`src/inc/brc_pkg.sv`:
```
// constants and types shared by the boot remap control ends
package brc_pkg;

	// system_control field positions and reset value (bits 15:11 not held here)
	localparam int unsigned BRC_BMS_LSB       = 0;
	localparam int unsigned BRC_BMS_MSB       = 2;
	localparam int unsigned BRC_VEC_REMAP_BIT = 3;
	localparam int unsigned BRC_DBG_EN_BIT    = 7;
	localparam int unsigned BRC_CRAM_SEL_BIT  = 10;
	localparam logic [15:0] BRC_SYSCTL_RESET  = 16'h0020;
	localparam logic [15:0] BRC_SYSCTL_WMASK  = 16'h07FF;

	// boot memory select codes
	typedef enum logic [2:0] {
		BRC_BMS_ROM     = 3'h0,
		BRC_BMS_IFLASH  = 3'h1,
		BRC_BMS_XFLASH  = 3'h2,
		BRC_BMS_SYSRAM  = 3'h3,
		BRC_BMS_RAM3    = 3'h4,
		BRC_BMS_CRAM    = 3'h5,
		BRC_BMS_XF_UNC  = 3'h6,
		BRC_BMS_UNDEF   = 3'h7
	} brc_bms_t;

	// access sizes
	typedef enum logic [1:0] {
		BRC_SZ_8  = 2'h0,
		BRC_SZ_16 = 2'h1,
		BRC_SZ_32 = 2'h2,
		BRC_SZ_64 = 2'h3
	} brc_size_t;

	// address map
	localparam logic [31:0] BRC_VEC_LAST      = 32'h0000_01FF;
	localparam logic [31:0] BRC_SYSRAM_BASE   = 32'h0080_0000;
	localparam logic [31:0] BRC_ZERO_WIN_MASK = 32'hFFF8_0000;
	localparam logic [31:0] BRC_ROM_BASE      = 32'h0090_0000;
	localparam logic [31:0] BRC_RAM3_BASE     = 32'h0081_0000;
	localparam logic [31:0] BRC_CRAM_BASE     = 32'h0082_0000;
	localparam logic [31:0] BRC_IF_WIN_BASE   = 32'h00A0_0000;
	localparam logic [31:0] BRC_IF_WIN_MASK   = 32'hFFF0_0000;
	localparam logic [31:0] BRC_IF_UNC_BASE   = 32'h3100_0000;
	localparam logic [31:0] BRC_XF_WIN_BASE   = 32'h1600_0000;
	localparam logic [31:0] BRC_XF_UNC_BASE   = 32'h3200_0000;
	localparam logic [31:0] BRC_BIG_WIN_MASK  = 32'hFF00_0000;

	// cache flush geometry
	localparam int unsigned BRC_LINE_W  = 9;
	localparam logic [8:0]  BRC_LINE_LAST = 9'h1FF;

	// controller apb register offsets
	localparam logic [7:0]  BRC_OFS_CMD    = 8'h00;
	localparam logic [7:0]  BRC_OFS_STATUS = 8'h04;
	localparam logic [7:0]  BRC_OFS_ACCESS = 8'h08;
	localparam logic [7:0]  BRC_OFS_ATTR   = 8'h0C;
	localparam logic [7:0]  BRC_OFS_RESULT = 8'h10;

	// controller status bit positions
	localparam int unsigned BRC_ST_FLUSH   = 16;
	localparam int unsigned BRC_ST_REFUSED = 17;
	localparam int unsigned BRC_ST_RSP     = 18;
	localparam int unsigned BRC_ST_CACHED  = 19;
	localparam int unsigned BRC_ST_FAULT   = 20;
	localparam int unsigned BRC_ST_BOOTED  = 21;
	localparam int unsigned BRC_ST_BUSY    = 22;

endpackage : brc_pkg

```
`src/inc/brc_if.sv`:
```
// link between the remap device and its controlling master
`timescale 1ns/1ps
interface brc_if;
	import brc_pkg::*;
	logic        wr_en;     // write strobe for system_control
	logic [15:0] wr_data;   // value written
	logic [15:0] rd_data;   // current system_control
	logic        flush_busy;// cache flush running
	logic        req_valid; // access request pulse
	logic [31:0] req_addr;  // logical address
	logic [1:0]  req_size;  // access size
	logic        req_dma;   // request comes from dma
	logic        rsp_valid; // translation ready pulse
	logic [31:0] rsp_addr;  // physical address
	logic        rsp_cached;// access goes through cache
	logic        rsp_fault; // access not allowed

	modport dev (input wr_en, wr_data, req_valid, req_addr, req_size, req_dma,
		output rd_data, flush_busy, rsp_valid, rsp_addr, rsp_cached, rsp_fault);
	modport ctl (output wr_en, wr_data, req_valid, req_addr, req_size, req_dma,
		input rd_data, flush_busy, rsp_valid, rsp_addr, rsp_cached, rsp_fault);
endinterface : brc_if

```
`src/hw/brc_remap_dev.sv`:
```
// boot address remap device: system_control bits 10:0, cache flush, address translation
`timescale 1ns/1ps

module brc_remap_dev
	import brc_pkg::*;
(
	input  wire logic        i_clk_sys,     // system clock 10 MHz
	input  wire logic        i_reset_n,     // async reset, active low
	brc_if.dev               bus,           // link to the master
	input  wire logic [31:0] i_if_base,     // internal external_a
	input  wire logic [11:0] i_if_offset,   // internal flash region offset, words
	input  wire logic [31:0] i_if_size,     // internal flash region size, bytes
	input  wire logic [31:0] i_xf_base,     // external external_a
	input  wire logic [11:0] i_xf_offset,   // external flash region offset, words
	input  wire logic [31:0] i_xf_size,     // external flash region size, bytes
	output logic             o_dbg_en,      // debug port enabled
	output logic             o_dbg_pins_gpio, // debug pins free for gpio
	output logic             o_cache_ctl_en,  // cache controller active
	output logic             o_cram_visible,  // cache ram in memory map
	output logic             o_clr_valid,   // zero-write strobe to cache line
	output logic [8:0]       o_clr_line     // cache line being zeroed
);

	typedef enum logic [1:0] {
		BRC_FL_IDLE = 2'b01,
		BRC_FL_RUN  = 2'b10
	} brc_fl_t;

	logic [10:0] ctl_r;
	logic [10:0] ctl_nxt;
	brc_fl_t     fl_r;
	brc_fl_t     fl_nxt;
	logic [8:0]  line_r;
	logic [8:0]  line_nxt;
	logic        rsp_v_r;
	logic        rsp_v_nxt;
	logic [31:0] rsp_a_r;
	logic [31:0] rsp_a_nxt;
	logic        rsp_c_r;
	logic        rsp_c_nxt;
	logic        rsp_f_r;
	logic        rsp_f_nxt;
	logic        cram_sel;
	brc_bms_t    bms;

	assign cram_sel = ctl_r[BRC_CRAM_SEL_BIT];
	assign bms      = brc_bms_t'(ctl_r[BRC_BMS_MSB:BRC_BMS_LSB]);

	// byte offset of a region from its word offset field
	function automatic logic [31:0] brc_ofs4(input logic [11:0] ofs);
		brc_ofs4 = {18'h0, ofs, 2'b00};
	endfunction : brc_ofs4

	////////////////////////////////////////////////////////////////////////
	// register and flush sequencing
	always_comb begin
		ctl_nxt  = ctl_r;
		fl_nxt   = fl_r;
		line_nxt = line_r;
		if (bus.wr_en) begin
			ctl_nxt = bus.wr_data[10:0] & BRC_SYSCTL_WMASK[10:0];
		end
		unique case (fl_r)
			BRC_FL_IDLE: begin
				// falling cache select restarts the reset-time flush
				if (bus.wr_en && cram_sel && !bus.wr_data[BRC_CRAM_SEL_BIT]) begin
					fl_nxt   = BRC_FL_RUN;
					line_nxt = '0;
				end
			end
			BRC_FL_RUN: begin
				line_nxt = line_r + 9'h001;
				if (line_r == BRC_LINE_LAST) begin
					fl_nxt   = BRC_FL_IDLE;
					line_nxt = '0;
				end
			end
		endcase
	end

	// state registers; flush runs right after reset
	always_ff @(posedge i_clk_sys or negedge i_reset_n) begin
		if (!i_reset_n) begin
			ctl_r  <= BRC_SYSCTL_RESET[10:0];
			fl_r   <= BRC_FL_RUN;
			line_r <= '0;
		end else begin
			ctl_r  <= ctl_nxt;
			fl_r   <= fl_nxt;
			line_r <= line_nxt;
		end
	end

	////////////////////////////////////////////////////////////////////////
	// address translation, answered one cycle after the request
	always_comb begin
		logic [31:0] a;
		logic [31:0] rel;
		a         = bus.req_addr;
		rel       = '0;
		rsp_v_nxt = bus.req_valid;
		rsp_a_nxt = rsp_a_r;
		rsp_c_nxt = rsp_c_r;
		rsp_f_nxt = rsp_f_r;
		if (bus.req_valid) begin
			rsp_a_nxt = a;
			rsp_c_nxt = 1'b0;
			rsp_f_nxt = 1'b0;
			if (ctl_r[BRC_VEC_REMAP_BIT] && a <= BRC_VEC_LAST) begin
				rsp_a_nxt = BRC_SYSRAM_BASE + a;
			end else if ((a & BRC_ZERO_WIN_MASK) == 32'h0000_0000) begin
				unique case (bms)
					BRC_BMS_IFLASH: begin
						rsp_a_nxt = i_if_base + brc_ofs4(i_if_offset) + a;
						rsp_c_nxt = 1'b1;
						rsp_f_nxt = (a >= i_if_size);
					end
					BRC_BMS_XFLASH: begin
						rsp_a_nxt = i_xf_base + brc_ofs4(i_xf_offset) + a;
						rsp_c_nxt = 1'b1;
						rsp_f_nxt = (a >= i_xf_size);
					end
					BRC_BMS_SYSRAM: rsp_a_nxt = BRC_SYSRAM_BASE + a;
					BRC_BMS_RAM3:   rsp_a_nxt = BRC_RAM3_BASE + a;
					BRC_BMS_CRAM: begin
						rsp_a_nxt = BRC_CRAM_BASE + a;
						// misuse that software must avoid is reported, not served
						rsp_f_nxt = cram_sel || bus.req_dma
							|| (bus.req_size == BRC_SZ_64);
					end
					BRC_BMS_XF_UNC: rsp_a_nxt = BRC_XF_UNC_BASE + a;
					BRC_BMS_ROM,
					BRC_BMS_UNDEF:  rsp_a_nxt = BRC_ROM_BASE + a;
				endcase
			end else if ((a & BRC_IF_WIN_MASK) == BRC_IF_WIN_BASE) begin
				// configured internal flash region only through its window
				rel       = a - BRC_IF_WIN_BASE;
				rsp_a_nxt = i_if_base + brc_ofs4(i_if_offset) + rel;
				rsp_c_nxt = 1'b1;
				rsp_f_nxt = (rel >= i_if_size);
			end else if ((a & BRC_BIG_WIN_MASK) == BRC_XF_WIN_BASE) begin
				rel       = a - BRC_XF_WIN_BASE;
				rsp_a_nxt = i_xf_base + brc_ofs4(i_xf_offset) + rel;
				rsp_c_nxt = 1'b1;
				rsp_f_nxt = (rel >= i_xf_size);
			end else if ((a & BRC_BIG_WIN_MASK) == BRC_IF_UNC_BASE
				|| (a & BRC_BIG_WIN_MASK) == BRC_XF_UNC_BASE) begin
				rsp_a_nxt = a; // whole flash, uncached
			end else if ((a & BRC_ZERO_WIN_MASK) == BRC_SYSRAM_BASE && a >= BRC_CRAM_BASE) begin
				// cache ram hidden while the controller owns it
				rsp_f_nxt = cram_sel;
			end
		end
	end

	// translation result registers
	always_ff @(posedge i_clk_sys or negedge i_reset_n) begin
		if (!i_reset_n) begin
			rsp_v_r <= 1'b0;
			rsp_a_r <= '0;
			rsp_c_r <= 1'b0;
			rsp_f_r <= 1'b0;
		end else begin
			rsp_v_r <= rsp_v_nxt;
			rsp_a_r <= rsp_a_nxt;
			rsp_c_r <= rsp_c_nxt;
			rsp_f_r <= rsp_f_nxt;
		end
	end

	////////////////////////////////////////////////////////////////////////
	// outputs
	assign bus.rd_data    = {5'h00, ctl_r};
	assign bus.flush_busy = (fl_r == BRC_FL_RUN);
	assign bus.rsp_valid  = rsp_v_r;
	assign bus.rsp_addr   = rsp_a_r;
	assign bus.rsp_cached = rsp_c_r;
	assign bus.rsp_fault  = rsp_f_r;

	// debug pins go to gpio while the enable is clear
	assign o_dbg_en        = ctl_r[BRC_DBG_EN_BIT];
	assign o_dbg_pins_gpio = !ctl_r[BRC_DBG_EN_BIT];
	// controller held off during flush; cache ram shown only when bypassed
	assign o_cache_ctl_en  = cram_sel && (fl_r == BRC_FL_IDLE);
	assign o_cram_visible  = !cram_sel;
	assign o_clr_valid     = (fl_r == BRC_FL_RUN);
	assign o_clr_line      = line_r;

endmodule : brc_remap_dev

```
`src/flat_wrapper.sv`:
```
// flat-port wrapper written by rule: the top's interface ports become plain ports
module brc_remap_dev_flat import brc_pkg::*;
  (i_clk_sys, i_reset_n, i_if_base, i_if_offset, i_if_size, i_xf_base, i_xf_offset, i_xf_size, o_dbg_en, o_dbg_pins_gpio, o_cache_ctl_en, o_cram_visible, o_clr_valid, o_clr_line, bus_wr_en, bus_wr_data, bus_req_valid, bus_req_addr, bus_req_size, bus_req_dma, bus_rd_data, bus_flush_busy, bus_rsp_valid, bus_rsp_addr, bus_rsp_cached, bus_rsp_fault);
  brc_if bus_i ();
  input  wire logic i_clk_sys;
  input  wire logic i_reset_n;
  input  wire logic [31:0] i_if_base;
  input  wire logic [11:0] i_if_offset;
  input  wire logic [31:0] i_if_size;
  input  wire logic [31:0] i_xf_base;
  input  wire logic [11:0] i_xf_offset;
  input  wire logic [31:0] i_xf_size;
  output logic o_dbg_en;
  output logic o_dbg_pins_gpio;
  output logic o_cache_ctl_en;
  output logic o_cram_visible;
  output logic o_clr_valid;
  output logic [8:0] o_clr_line;
  input wire logic [$bits(bus_i.wr_en)-1:0] bus_wr_en;
  input wire logic [$bits(bus_i.wr_data)-1:0] bus_wr_data;
  input wire logic [$bits(bus_i.req_valid)-1:0] bus_req_valid;
  input wire logic [$bits(bus_i.req_addr)-1:0] bus_req_addr;
  input wire logic [$bits(bus_i.req_size)-1:0] bus_req_size;
  input wire logic [$bits(bus_i.req_dma)-1:0] bus_req_dma;
  output wire logic [$bits(bus_i.rd_data)-1:0] bus_rd_data;
  output wire logic [$bits(bus_i.flush_busy)-1:0] bus_flush_busy;
  output wire logic [$bits(bus_i.rsp_valid)-1:0] bus_rsp_valid;
  output wire logic [$bits(bus_i.rsp_addr)-1:0] bus_rsp_addr;
  output wire logic [$bits(bus_i.rsp_cached)-1:0] bus_rsp_cached;
  output wire logic [$bits(bus_i.rsp_fault)-1:0] bus_rsp_fault;
  assign bus_i.wr_en = bus_wr_en;
  assign bus_i.wr_data = bus_wr_data;
  assign bus_i.req_valid = bus_req_valid;
  assign bus_i.req_addr = bus_req_addr;
  assign bus_i.req_size = bus_req_size;
  assign bus_i.req_dma = bus_req_dma;
  assign bus_rd_data = bus_i.rd_data;
  assign bus_flush_busy = bus_i.flush_busy;
  assign bus_rsp_valid = bus_i.rsp_valid;
  assign bus_rsp_addr = bus_i.rsp_addr;
  assign bus_rsp_cached = bus_i.rsp_cached;
  assign bus_rsp_fault = bus_i.rsp_fault;
  brc_remap_dev u_core (.i_clk_sys(i_clk_sys), .i_reset_n(i_reset_n), .bus(bus_i), .i_if_base(i_if_base), .i_if_offset(i_if_offset), .i_if_size(i_if_size), .i_xf_base(i_xf_base), .i_xf_offset(i_xf_offset), .i_xf_size(i_xf_size), .o_dbg_en(o_dbg_en), .o_dbg_pins_gpio(o_dbg_pins_gpio), .o_cache_ctl_en(o_cache_ctl_en), .o_cram_visible(o_cram_visible), .o_clr_valid(o_clr_valid), .o_clr_line(o_clr_line));
endmodule
```
`config.mk`:
```
export PLATFORM = sky130hd
export DESIGN_NAME = brc_remap_dev_flat
export DESIGN_NICKNAME = d
export VERILOG_FILES = /design/src/inc/brc_pkg.sv /design/src/inc/brc_if.sv /design/src/hw/brc_remap_dev.sv /design/src/flat_wrapper.sv
export SDC_FILE = /design/constraint.sdc
export NUM_CORES = 1
export LEC_CHECK = 0
export ABC_AREA = 1
export ABC_CLOCK_PERIOD_IN_PS = 3000
export BUFFER_PORTS_ARGS = -buffer_cell sky130_fd_sc_hd__buf_4
export CORE_MARGIN = 2
export CORE_UTILIZATION = 52
export CTS_CLUSTER_SIZE = 8
export DETAILED_ROUTE_END_ITERATION = 7
export PLACE_DENSITY = 0.88
export SYNTH_ARGS = -nofsm -noshare
export SYNTH_HDL_FRONTEND = slang
export SYNTH_SLANG_ARGS = --single-unit
```
`constraint.sdc`:
```
create_clock -name i_clk_sys -period 3 [get_ports i_clk_sys]
set_input_delay 0.3 -clock i_clk_sys [delete_from_list [all_inputs] [get_ports i_clk_sys]]
set_output_delay 0.3 -clock i_clk_sys [all_outputs]
set_load 0.03 [all_outputs]
```
==> flow_metrics.env, run 1 <==
export IMPL_status="aborted with a tool error"
export IMPL_failing_step="global routing"
export IMPL_toolErrorMsg="[ERROR GRT-0232] Routing congestion too high. Check the congestion heatmap in the GUI."
export IMPL_async_flop_share_pct=100.0
export IMPL_netlist_top_cell_by_area="sky130_fd_sc_hd__ha_1"
export IMPL_synth_top_cells_by_area="sky130_fd_sc_hd__ha_1, sky130_fd_sc_hd__nand2_1, sky130_fd_sc_hd__dfrtp_1, sky130_fd_sc_hd__inv_1, sky130_fd_sc_hd__a21oi_1"
export IMPL_dieWidth_um=173.7
export IMPL_hpwlAfterDp_um=60180
export IMPL_synth_top_area_share_pct=18.46
export IMPL_tritoncts_num_buffers=9
export IMPL_most_used_flip_flop_cell_after_synthesis="sky130_fd_sc_hd__dfrtp_1"
export IMPL_global_route_usage_total_pct=87.47
export IMPL_grt_ovfl_total=352
export IMPL_ys_ff_latch=57
export IMPL_io_pins=273
export IMPL_max_clock_path_buffers=2
export IMPL_buffer_ports_inserted=262
export IMPL_postCtsHoldBufs=0
export IMPL_synth_cell_types=68
export IMPL_place_inst=3642
export IMPL_place_gp_congestion=1.033
export IMPL_synth_seq_area_share_pct=9.541
export IMPL_initial_utilization_pct=52.46
export IMPL_ctsHtreeMaxLevel=3
export IMPL_largest_net_degree_at_the_start_of_global_routing=58
export IMPL_cts_root_buf="sky130_fd_sc_hd__clkbuf_16"
export IMPL_clock_sinks=57
export IMPL_worst_endpoint_kind="sequential cell input"
export IMPL_syn_cell_area_mm2=0.01498
export IMPL_yosys_warnings=0
export IMPL_post_synth_inst_count=2545
export IMPL_rows=62
export IMPL_worstEndpointGrtRepair="u_core.bus.rsp_addr[19]$_DFFE_PN0P_/D"
export IMPL_synth_edff_count=0
export IMPL_synth_avg_cell_area_um2=5.885
export IMPL_die_height_um=173.7
==> metal layers <==
metal,GRT overflow,track usage (%)
met3,16,77.06
met5,3,50.96
met4,119,91.04
met2,199,99.47
met1,15,85.85
==> cells by family after synthesis <==
group                    share of synthesized area, %
adder cells (fa/ha/maj)                         19.13
XOR/XNOR                                        4.729
AO/OA/AOI/OAI                                   19.60
flip-flops                                      9.541
AND/OR/NAND/NOR                                 36.63
buffers and inverters                           10.34
other                                         0.02504
==> what timing repair did <==
action,in CTS
setup endpoints to repair,25
resized for setup,376
setup buffers,32
pin swaps,169
==> synthesized netlist by cell type, drive strengths merged (2+ instances only) <==
library cell and number:
fa 5, inv 358, xor2 59, dfstp 2, nor3 52, and3 3
o21bai 14, a21oi 244, clkbuf 17, nand2 712, ha 221, a22o 5
dfrtp 55, a21boi 3, o21a 7, xnor2 21, nor4 23, nand3b 10
nand4 43, o22ai 7, o21ai 156, or2 17, buf 20, and2 5
a31oi 11, a21o 20, a41oi 2, nand3 179, o2111ai 2, a311oi 2
o211ai 26, o31ai 5, clkinv 3, nor2 217, o221ai 5, a22oi 3
a211oi 3
==> through the flow <==
stage	instance area [um^2]	hold WS, ns	utilization (%)	setup slack [ns]
3_3_place_gp	21280	0.3966	74.54	-1.190
4_1_cts	23400	0.07190	81.99	-0.5940
2_1_floorplan	15350	0.004409	-	-0.5808
3_5_place_dp	21280	0.4170	74.54	-1.267
==> inputs of run 2 (changes only) <==
--- a/config.mk
+++ b/config.mk
@@ -6,13 +6,12 @@
 export NUM_CORES = 1
 export LEC_CHECK = 0
 export ABC_AREA = 1
-export ABC_CLOCK_PERIOD_IN_PS = 3000
+export ABC_CLOCK_PERIOD_IN_PS = 3900
 export BUFFER_PORTS_ARGS = -buffer_cell sky130_fd_sc_hd__buf_4
 export CORE_MARGIN = 2
-export CORE_UTILIZATION = 52
-export CTS_CLUSTER_SIZE = 8
+export CORE_UTILIZATION = 37
 export DETAILED_ROUTE_END_ITERATION = 7
-export PLACE_DENSITY = 0.88
+export PLACE_DENSITY_LB_ADDON = 0.15
 export SYNTH_ARGS = -nofsm -noshare
 export SYNTH_HDL_FRONTEND = slang
 export SYNTH_SLANG_ARGS = --single-unit
==> constraint.sdc (replaced) <==
create_clock -name i_clk_sys -period 3.9 [get_ports i_clk_sys]
set_input_delay 0.39 -clock i_clk_sys [delete_from_list [all_inputs] [get_ports i_clk_sys]]
set_output_delay 0.39 -clock i_clk_sys [all_outputs]
set_load 0.03 [all_outputs]
==> flow_metrics.env, run 2 <==
export IMPL_critical_path_max_fanout=5
export IMPL_place_gp_congestion=1.001
export IMPL_drt_pass1_iterations=6
export IMPL_drt_vias_per_instance=5.387
export IMPL_leakage_nw=11.07
export IMPL_area_enclosed_by_the_die_boundary_mm2=0.04210
export IMPL_clk_skew_ns=0.01398
export IMPL_post_synth_inst_count=2545
export IMPL_layout_commonest_cell="sky130_fd_sc_hd__nand2_1"
export IMPL_critPathCaptureType="flop"
export IMPL_netlist_top_cell_by_area="sky130_fd_sc_hd__ha_1"
export IMPL_cp_data_required_time_ns=4.14
export IMPL_met3_usage_pct=4.245
export IMPL_status="completed"
export IMPL_antenna_left=0
export IMPL_drc=0
export IMPL_cts_tree="built"
export IMPL_globalRouteMet1Util_pct=44.01
export IMPL_rsz0062_at_grt="true"
export IMPL_synth_seq_area_share_pct=9.541
export IMPL_area_delta_synth_final_pct=41.14
export IMPL_die_height_um=205.2
export IMPL_antenna_violations_before_repair=1
export IMPL_nFillCells=4129
export IMPL_hold_viol_final=0
export IMPL_rows=73
export IMPL_path_clk_slew_ns=0.07
export IMPL_drt_total_wl_um=69520
export IMPL_power_total_w=0.005799
export IMPL_intPower_w=0.002966
export IMPL_share_clk_of_total_power_pct=14.3
export IMPL_crit_arrival_ns=3.99
export IMPL_largest_reg_flops=32
export IMPL_r2r_worst_path_cells=18
export IMPL_global_route_usage_total_pct=32.31
export IMPL_synth_top_cells_by_area="sky130_fd_sc_hd__ha_1, sky130_fd_sc_hd__nand2_1, sky130_fd_sc_hd__dfrtp_1, sky130_fd_sc_hd__inv_1, sky130_fd_sc_hd__a21oi_1"
export IMPL_synth_avg_cell_area_um2=5.885
export IMPL_clock_insertion_delay_worst_skew_ns=0.34
export IMPL_final_layout_size_suffix_gt1_share_pct=27.13
export IMPL_synth_top_area_share_pct=18.46
export IMPL_area_of_the_placeable_core_mm2=0.03982
export IMPL_cpMostUsedCell="sky130_fd_sc_hd__buf_4"
export IMPL_detail_route_wl_per_cell_um=19.04
export IMPL_hpwlAfterDp_um=57990
export IMPL_hold_worst_slack_ns=0.1225
export IMPL_worst_relative_slew_slack_pct=39.86
export IMPL_grt_first_pass_wirelength_um=103900
export IMPL_layout_min_cycle_time_ns=3.747
export IMPL_io_pins=273
export IMPL_final_min_period_over_clock_period_pct=96.08
export IMPL_largest_net_degree_at_the_start_of_global_routing=58
export IMPL_worstHoldPathType="in2async"
export IMPL_post_synth_top_count_cell="sky130_fd_sc_hd__nand2_1"
export IMPL_most_used_flip_flop_cell_after_synthesis="sky130_fd_sc_hd__dfrtp_1"
export IMPL_buffer_ports_inserted=262
export IMPL_power_net_switching_w=0.002834
export IMPL_first_iter_violations=1602
export IMPL_setup_worst_path_start_class="input pin"
export IMPL_layout_cells_most_common_list="sky130_fd_sc_hd__nand2_1, sky130_fd_sc_hd__buf_4, sky130_fd_sc_hd__inv_1"
export IMPL_cts_root_buf="sky130_fd_sc_hd__clkbuf_16"
export IMPL_async_flop_share_pct=100.0
export IMPL_tritoncts_num_buffers=9
export IMPL_syn_cell_area_mm2=0.01498
export IMPL_synth_edff_count=0
export IMPL_detailroute_via_count=19670
export IMPL_max_freq_ghz=0.2669
export IMPL_final_max_slew_viol_count=0
export IMPL_yosys_warnings=0
export IMPL_fin_nets=3554
export IMPL_grt_ovfl_total=0
export IMPL_clock_sinks=57
export IMPL_number_of_global_route_vias_before_repair=18700
export IMPL_grt_busiest_layer="met2"
export IMPL_tightest_slew_ns=0.9011
export IMPL_power_share_sequential_pct=13.1
export IMPL_swShare_pct=48.86
export IMPL_globalRouteMet2Util_pct=51.60
export IMPL_setup_viol=0
export IMPL_ctsHtreeMaxLevel=3
export IMPL_dieWidth_um=205.2
export IMPL_power_density_mw_per_mm2=274.3
export IMPL_share_comb_of_total_power_pct=72.6
export IMPL_critPathSlowestCell="sky130_fd_sc_hd__fa_2"
export IMPL_max_clock_path_buffers=2
export IMPL_initial_utilization_pct=37.61
export IMPL_tns_ns=0
export IMPL_postCtsHoldBufs=0
export IMPL_vdd_ir_drop_worst_v=0.0002576
export IMPL_synthTopCellsByCount="sky130_fd_sc_hd__nand2_1, sky130_fd_sc_hd__inv_1, sky130_fd_sc_hd__a21oi_1"
export IMPL_timing_critical_path_slowest_cell_delay_ns=0.33
export IMPL_path_class="in2reg"
export IMPL_max_cap_viol_count=0
export IMPL_synth_cell_types=68
export IMPL_ys_ff_latch=57
-- run 2: cell counts after synthesis --
No cell type changed its count.
-- run 2: path summary, 6_finish.rpt --
kind,startpoint,end,slack (ns)
worst min-delay path,i_reset_n,u_core.o_clr_line[7],0.12
max in group asynchronous,i_reset_n,u_core.ctl_r[4],3.23
worst max-delay path,i_if_base[2],u_core.bus.rsp_addr[26],0.15
min in group i_clk_sys,bus_wr_data[6],u_core.ctl_r[6],0.26
worst max register to register,u_core.ctl_r[0],u_core.bus.rsp_addr[26],0.39
worst min register to register,u_core.ctl_r[5],u_core.ctl_r[5],0.47
-- run 2: per-stage QoR --
stage / util, % / instances / setup slack, ns / area (um^2)
CTS: 51.23 / 3648 / -0.04326 / 20400
detailed placement: 50.07 / 3629 / -0.6179 / 19940
global placement: 50.07 / 3629 / -0.5795 / 19940
floorplan: - / 2549 / 0.07594 / 14990
finish: 53.08 / 3652 / 0.1527 / 21140
global route: 53.08 / 3651 / -0.08328 / 21140
-- run 2: per-layer routing --
metal,routed length [um],up-vias
li1,-,9673
met3,5326,139
met2,30330,790
met1,30830,9070
met4,3034,0
met5,0,-
-- run 2: final cells by class --
class / count / area, um^2 / area share (%)
Multi-Input combinational cell: 2094 / 12870 / 60.88
Antenna cell: 1 / 2.502 / 0.01184
Timing Repair Buffer: 598 / 4518 / 21.37
Clock inverter: 6 / 66.31 / 0.3137
Tap cell: 525 / 656.9 / 3.107
Inverter: 361 / 1358 / 6.422
Clock buffer: 10 / 239.0 / 1.131
Sequential cell: 57 / 1429 / 6.759
-- run 2: critical path: cells and delay by family --
family          cells  cell delay [ns]
compound gates      9             1.13
fa+ha+maj           3             0.78
simple gates        7             0.77
buf+inv             7             0.73
xor+xnor            1             0.16
-- run 2: repair_timing --
item	4_1_cts	5_1_grt
pin swaps	6	38
setup buffers	3	3
setup endpoints to repair	16	21
gates resized for setup	28	181
-- run 2: logic make-up (layout without fill, tap and decap cells) --
kind of cell    after synthesis  in the layout  synth area share (%)
fa+ha+maj                   226            226                 19.13
flops                        57             57                 9.541
buf+inv                     398            975                 10.34
simple gates               1262           1262                 36.63
compound gates              521            521                 19.60
other cells                   1              6               0.02504
xor+xnor                     80             80                 4.729
-- run 2: power by group through the flow --
stage | registers [W] | logic (W) | clock network [W]
2_1_floorplan | 0.000915 | 0.00197 | 0
3_3_place_gp | 0.000762 | 0.00388 | 0
3_5_place_dp | 0.000766 | 0.00391 | 0
4_1_cts | 0.000758 | 0.00396 | 0.000837
5_1_grt | 0.000770 | 0.00460 | 0.000865
6_report | 0.000760 | 0.00421 | 0.000832
No activity file was read; power rests on OpenSTA's default activity.
==> inputs of run 3 (changes only) <==
--- a/config.mk
+++ b/config.mk
@@ -9,7 +9,7 @@
 export ABC_CLOCK_PERIOD_IN_PS = 3900
 export BUFFER_PORTS_ARGS = -buffer_cell sky130_fd_sc_hd__buf_4
 export CORE_MARGIN = 2
-export CORE_UTILIZATION = 37
+export CORE_UTILIZATION = 44
 export DETAILED_ROUTE_END_ITERATION = 7
 export PLACE_DENSITY_LB_ADDON = 0.15
 export SYNTH_ARGS = -nofsm -noshare
==> flow_metrics.env, run 3 (synthesis results as in run 2) <==
export IMPL_status="finished with violations"
export IMPL_violations="negative setup slack"
export IMPL_cp_data_required_time_ns=4.16
export IMPL_grt_busiest_layer="met2"
export IMPL_power_net_switching_w=0.002898
export IMPL_r2r_worst_path_cells=22
export IMPL_dieWidth_um=188.5
export IMPL_globalRouteMet1Util_pct=50.86
export IMPL_hold_viol_final=0
export IMPL_placedInstanceArea_mm2=0.01995
export IMPL_buffer_ports_inserted=262
export IMPL_power_density_mw_per_mm2=277.5
export IMPL_critical_path_max_fanout=4
export IMPL_final_max_slew_viol_count=0
export IMPL_fin_nets=3578
export IMPL_layout_cells_most_common_list="sky130_fd_sc_hd__nand2_1, sky130_fd_sc_hd__buf_4, sky130_fd_sc_hd__inv_1"
export IMPL_initial_utilization_pct=44.66
export IMPL_setup_viol=1
export IMPL_detail_route_wl_per_cell_um=19.44
export IMPL_grt_ovfl_total=0
export IMPL_leakage_nw=11.27
export IMPL_power_share_sequential_pct=12.6
export IMPL_hpwlAfterDp_um=57150
export IMPL_grt_first_pass_wirelength_um=104300
export IMPL_post_route_cell_area_mm2=0.02157
export IMPL_met3_usage_pct=3.911
export IMPL_share_comb_of_total_power_pct=73.8
export IMPL_area_of_the_placeable_core_mm2=0.03353
export IMPL_cts_root_buf="sky130_fd_sc_hd__clkbuf_16"
export IMPL_intPower_w=0.003086
export IMPL_drt_total_wl_um=69960
export IMPL_max_cap_viol_count=0
export IMPL_tightest_slew_ns=1.015
export IMPL_antenna_violations_before_repair=0
export IMPL_place_gp_congestion=0.9918
export IMPL_tritoncts_num_buffers=9
export IMPL_timing_critical_path_slowest_cell_delay_ns=0.36
export IMPL_drc=0
export IMPL_final_min_period_over_clock_period_pct=101.8
export IMPL_layout_core_utilization_pct=64.32
export IMPL_critPathSlowestCell="sky130_fd_sc_hd__o211ai_1"
export IMPL_area_delta_synth_final_pct=44.01
export IMPL_rsz0062_at_grt="true"
export IMPL_worst_r2r_setup_slack_ns=0.27
export IMPL_largest_net_degree_at_the_start_of_global_routing=58
export IMPL_swShare_pct=48.43
export IMPL_drt_vias_per_instance=5.575
export IMPL_reg2reg_to="u_core.bus.rsp_addr[26]"
export IMPL_clock_sinks=57
export IMPL_diodes=0
export IMPL_die_height_um=188.5
export IMPL_vdd_ir_drop_worst_v=0.0003494
export IMPL_detailroute_via_count=20060
export IMPL_timing_final_ws_setup_ns=-0.07023
export IMPL_worst_relative_slew_slack_pct=32.27
export IMPL_critPathCaptureType="flop"
export IMPL_max_freq_ghz=0.2519
export IMPL_setup_worst_path_start_class="input pin"
export IMPL_layout_min_cycle_time_ns=3.970
export IMPL_postCtsHoldBufs=0
export IMPL_path_class="in2reg"
export IMPL_ctsHtreeMaxLevel=3
export IMPL_reg2reg_from="u_core.ctl_r[1]"
export IMPL_drt_pass1_iterations=6
export IMPL_crit_arrival_ns=4.23
export IMPL_number_of_global_route_vias_before_repair=19070
export IMPL_antenna_left=0
export IMPL_cts_tree="built"
export IMPL_rows=67
export IMPL_final_layout_size_suffix_gt1_share_pct=29.17
export IMPL_largest_reg_flops=32
export IMPL_worstHoldPathType="in2async"
export IMPL_share_clk_of_total_power_pct=13.5
export IMPL_first_iter_violations=1658
export IMPL_area_enclosed_by_the_die_boundary_mm2=0.03553
export IMPL_layout_commonest_cell="sky130_fd_sc_hd__nand2_1"
export IMPL_clock_insertion_delay_worst_skew_ns=0.33
export IMPL_global_route_usage_total_pct=37.83
export IMPL_max_clock_path_buffers=2
export IMPL_io_pins=273
export IMPL_path_clk_slew_ns=0.06
export IMPL_globalRouteMet2Util_pct=62.78
export IMPL_clk_skew_ns=0.01245
## run 3: power groups by stage
stage,combinational (W),sequential (W),clock [W]
after global routing,0.00479,0.000767,0.000841
after CTS,0.00407,0.000755,0.000815
after detailed placement,0.00399,0.000764,0
after floorplan,0.00197,0.000915,0
final,0.00442,0.000756,0.000810
after global placement,0.00393,0.000759,0
## run 3: repair_timing
item	CTS	global route
gates cloned	0	0
endpoints found under the setup margin	14	21
pin swaps	20	80
setup buffers	1	15
resized for setup	58	228
## run 3: layout make-up
type	instances	area [um^2]
fill	3192	11960
clock buffer	12	256.5
tap	448	560.5
multi-input combinational	2094	13180
timing repair buffer	622	4735
sequential	57	1429
inverter	361	1358
clock inverter	4	51.30
## run 3: worst max-delay path: cells and delay by family
kind / cells / cell delay [ns]
buffers and inverters: 2 / 0.10
and+or+nand+nor: 14 / 1.83
adders and majority gates: 3 / 0.75
AOI/OAI and AO/OA: 6 / 1.13
## run 3: per-layer routing
layer  vias up  share of wire, %
met5         -                 0
met4         0               3.8
met3       145               9.1
met2      1017                45
met1      9199                42
li1       9697                 -
## run 3: metrics by stage
stage / worst slack, ns / power, W / TNS [ns] / hold WS (ns) / instances
final: -0.07023 / 0.005984 / -0.07023 / 0.1326 / 3598
after global routing: -0.2220 / 0.006402 / -1.087 / 0.1983 / 3598
after CTS: -0.04862 / 0.005641 / -0.07218 / 0.1575 / 3583
after detailed placement: -0.5930 / 0.004755 / -8.221 / 0.4649 / 3566
after global placement: -0.5444 / 0.004685 / -6.509 / 0.4546 / 3566
after floorplan: 0.07594 / 0.002881 / 0 / 0.09441 / 2549
## run 3: how the worst max path moves through the flow
stage / slack [ns] / endpoint / from
finish: -0.07 / u_core.bus.rsp_addr[26] / i_if_offset[0]
global route: -0.22 / u_core.bus.rsp_addr[26] / i_if_offset[0]
CTS: -0.05 / u_core.bus.rsp_addr[26] / i_if_base[2]
detailed placement: -0.59 / u_core.bus.rsp_addr[26] / i_if_base[2]
global placement: -0.54 / u_core.bus.rsp_addr[26] / i_if_base[2]
floorplan: 0.08 / u_core.bus.rsp_addr[31] / i_if_base[2]
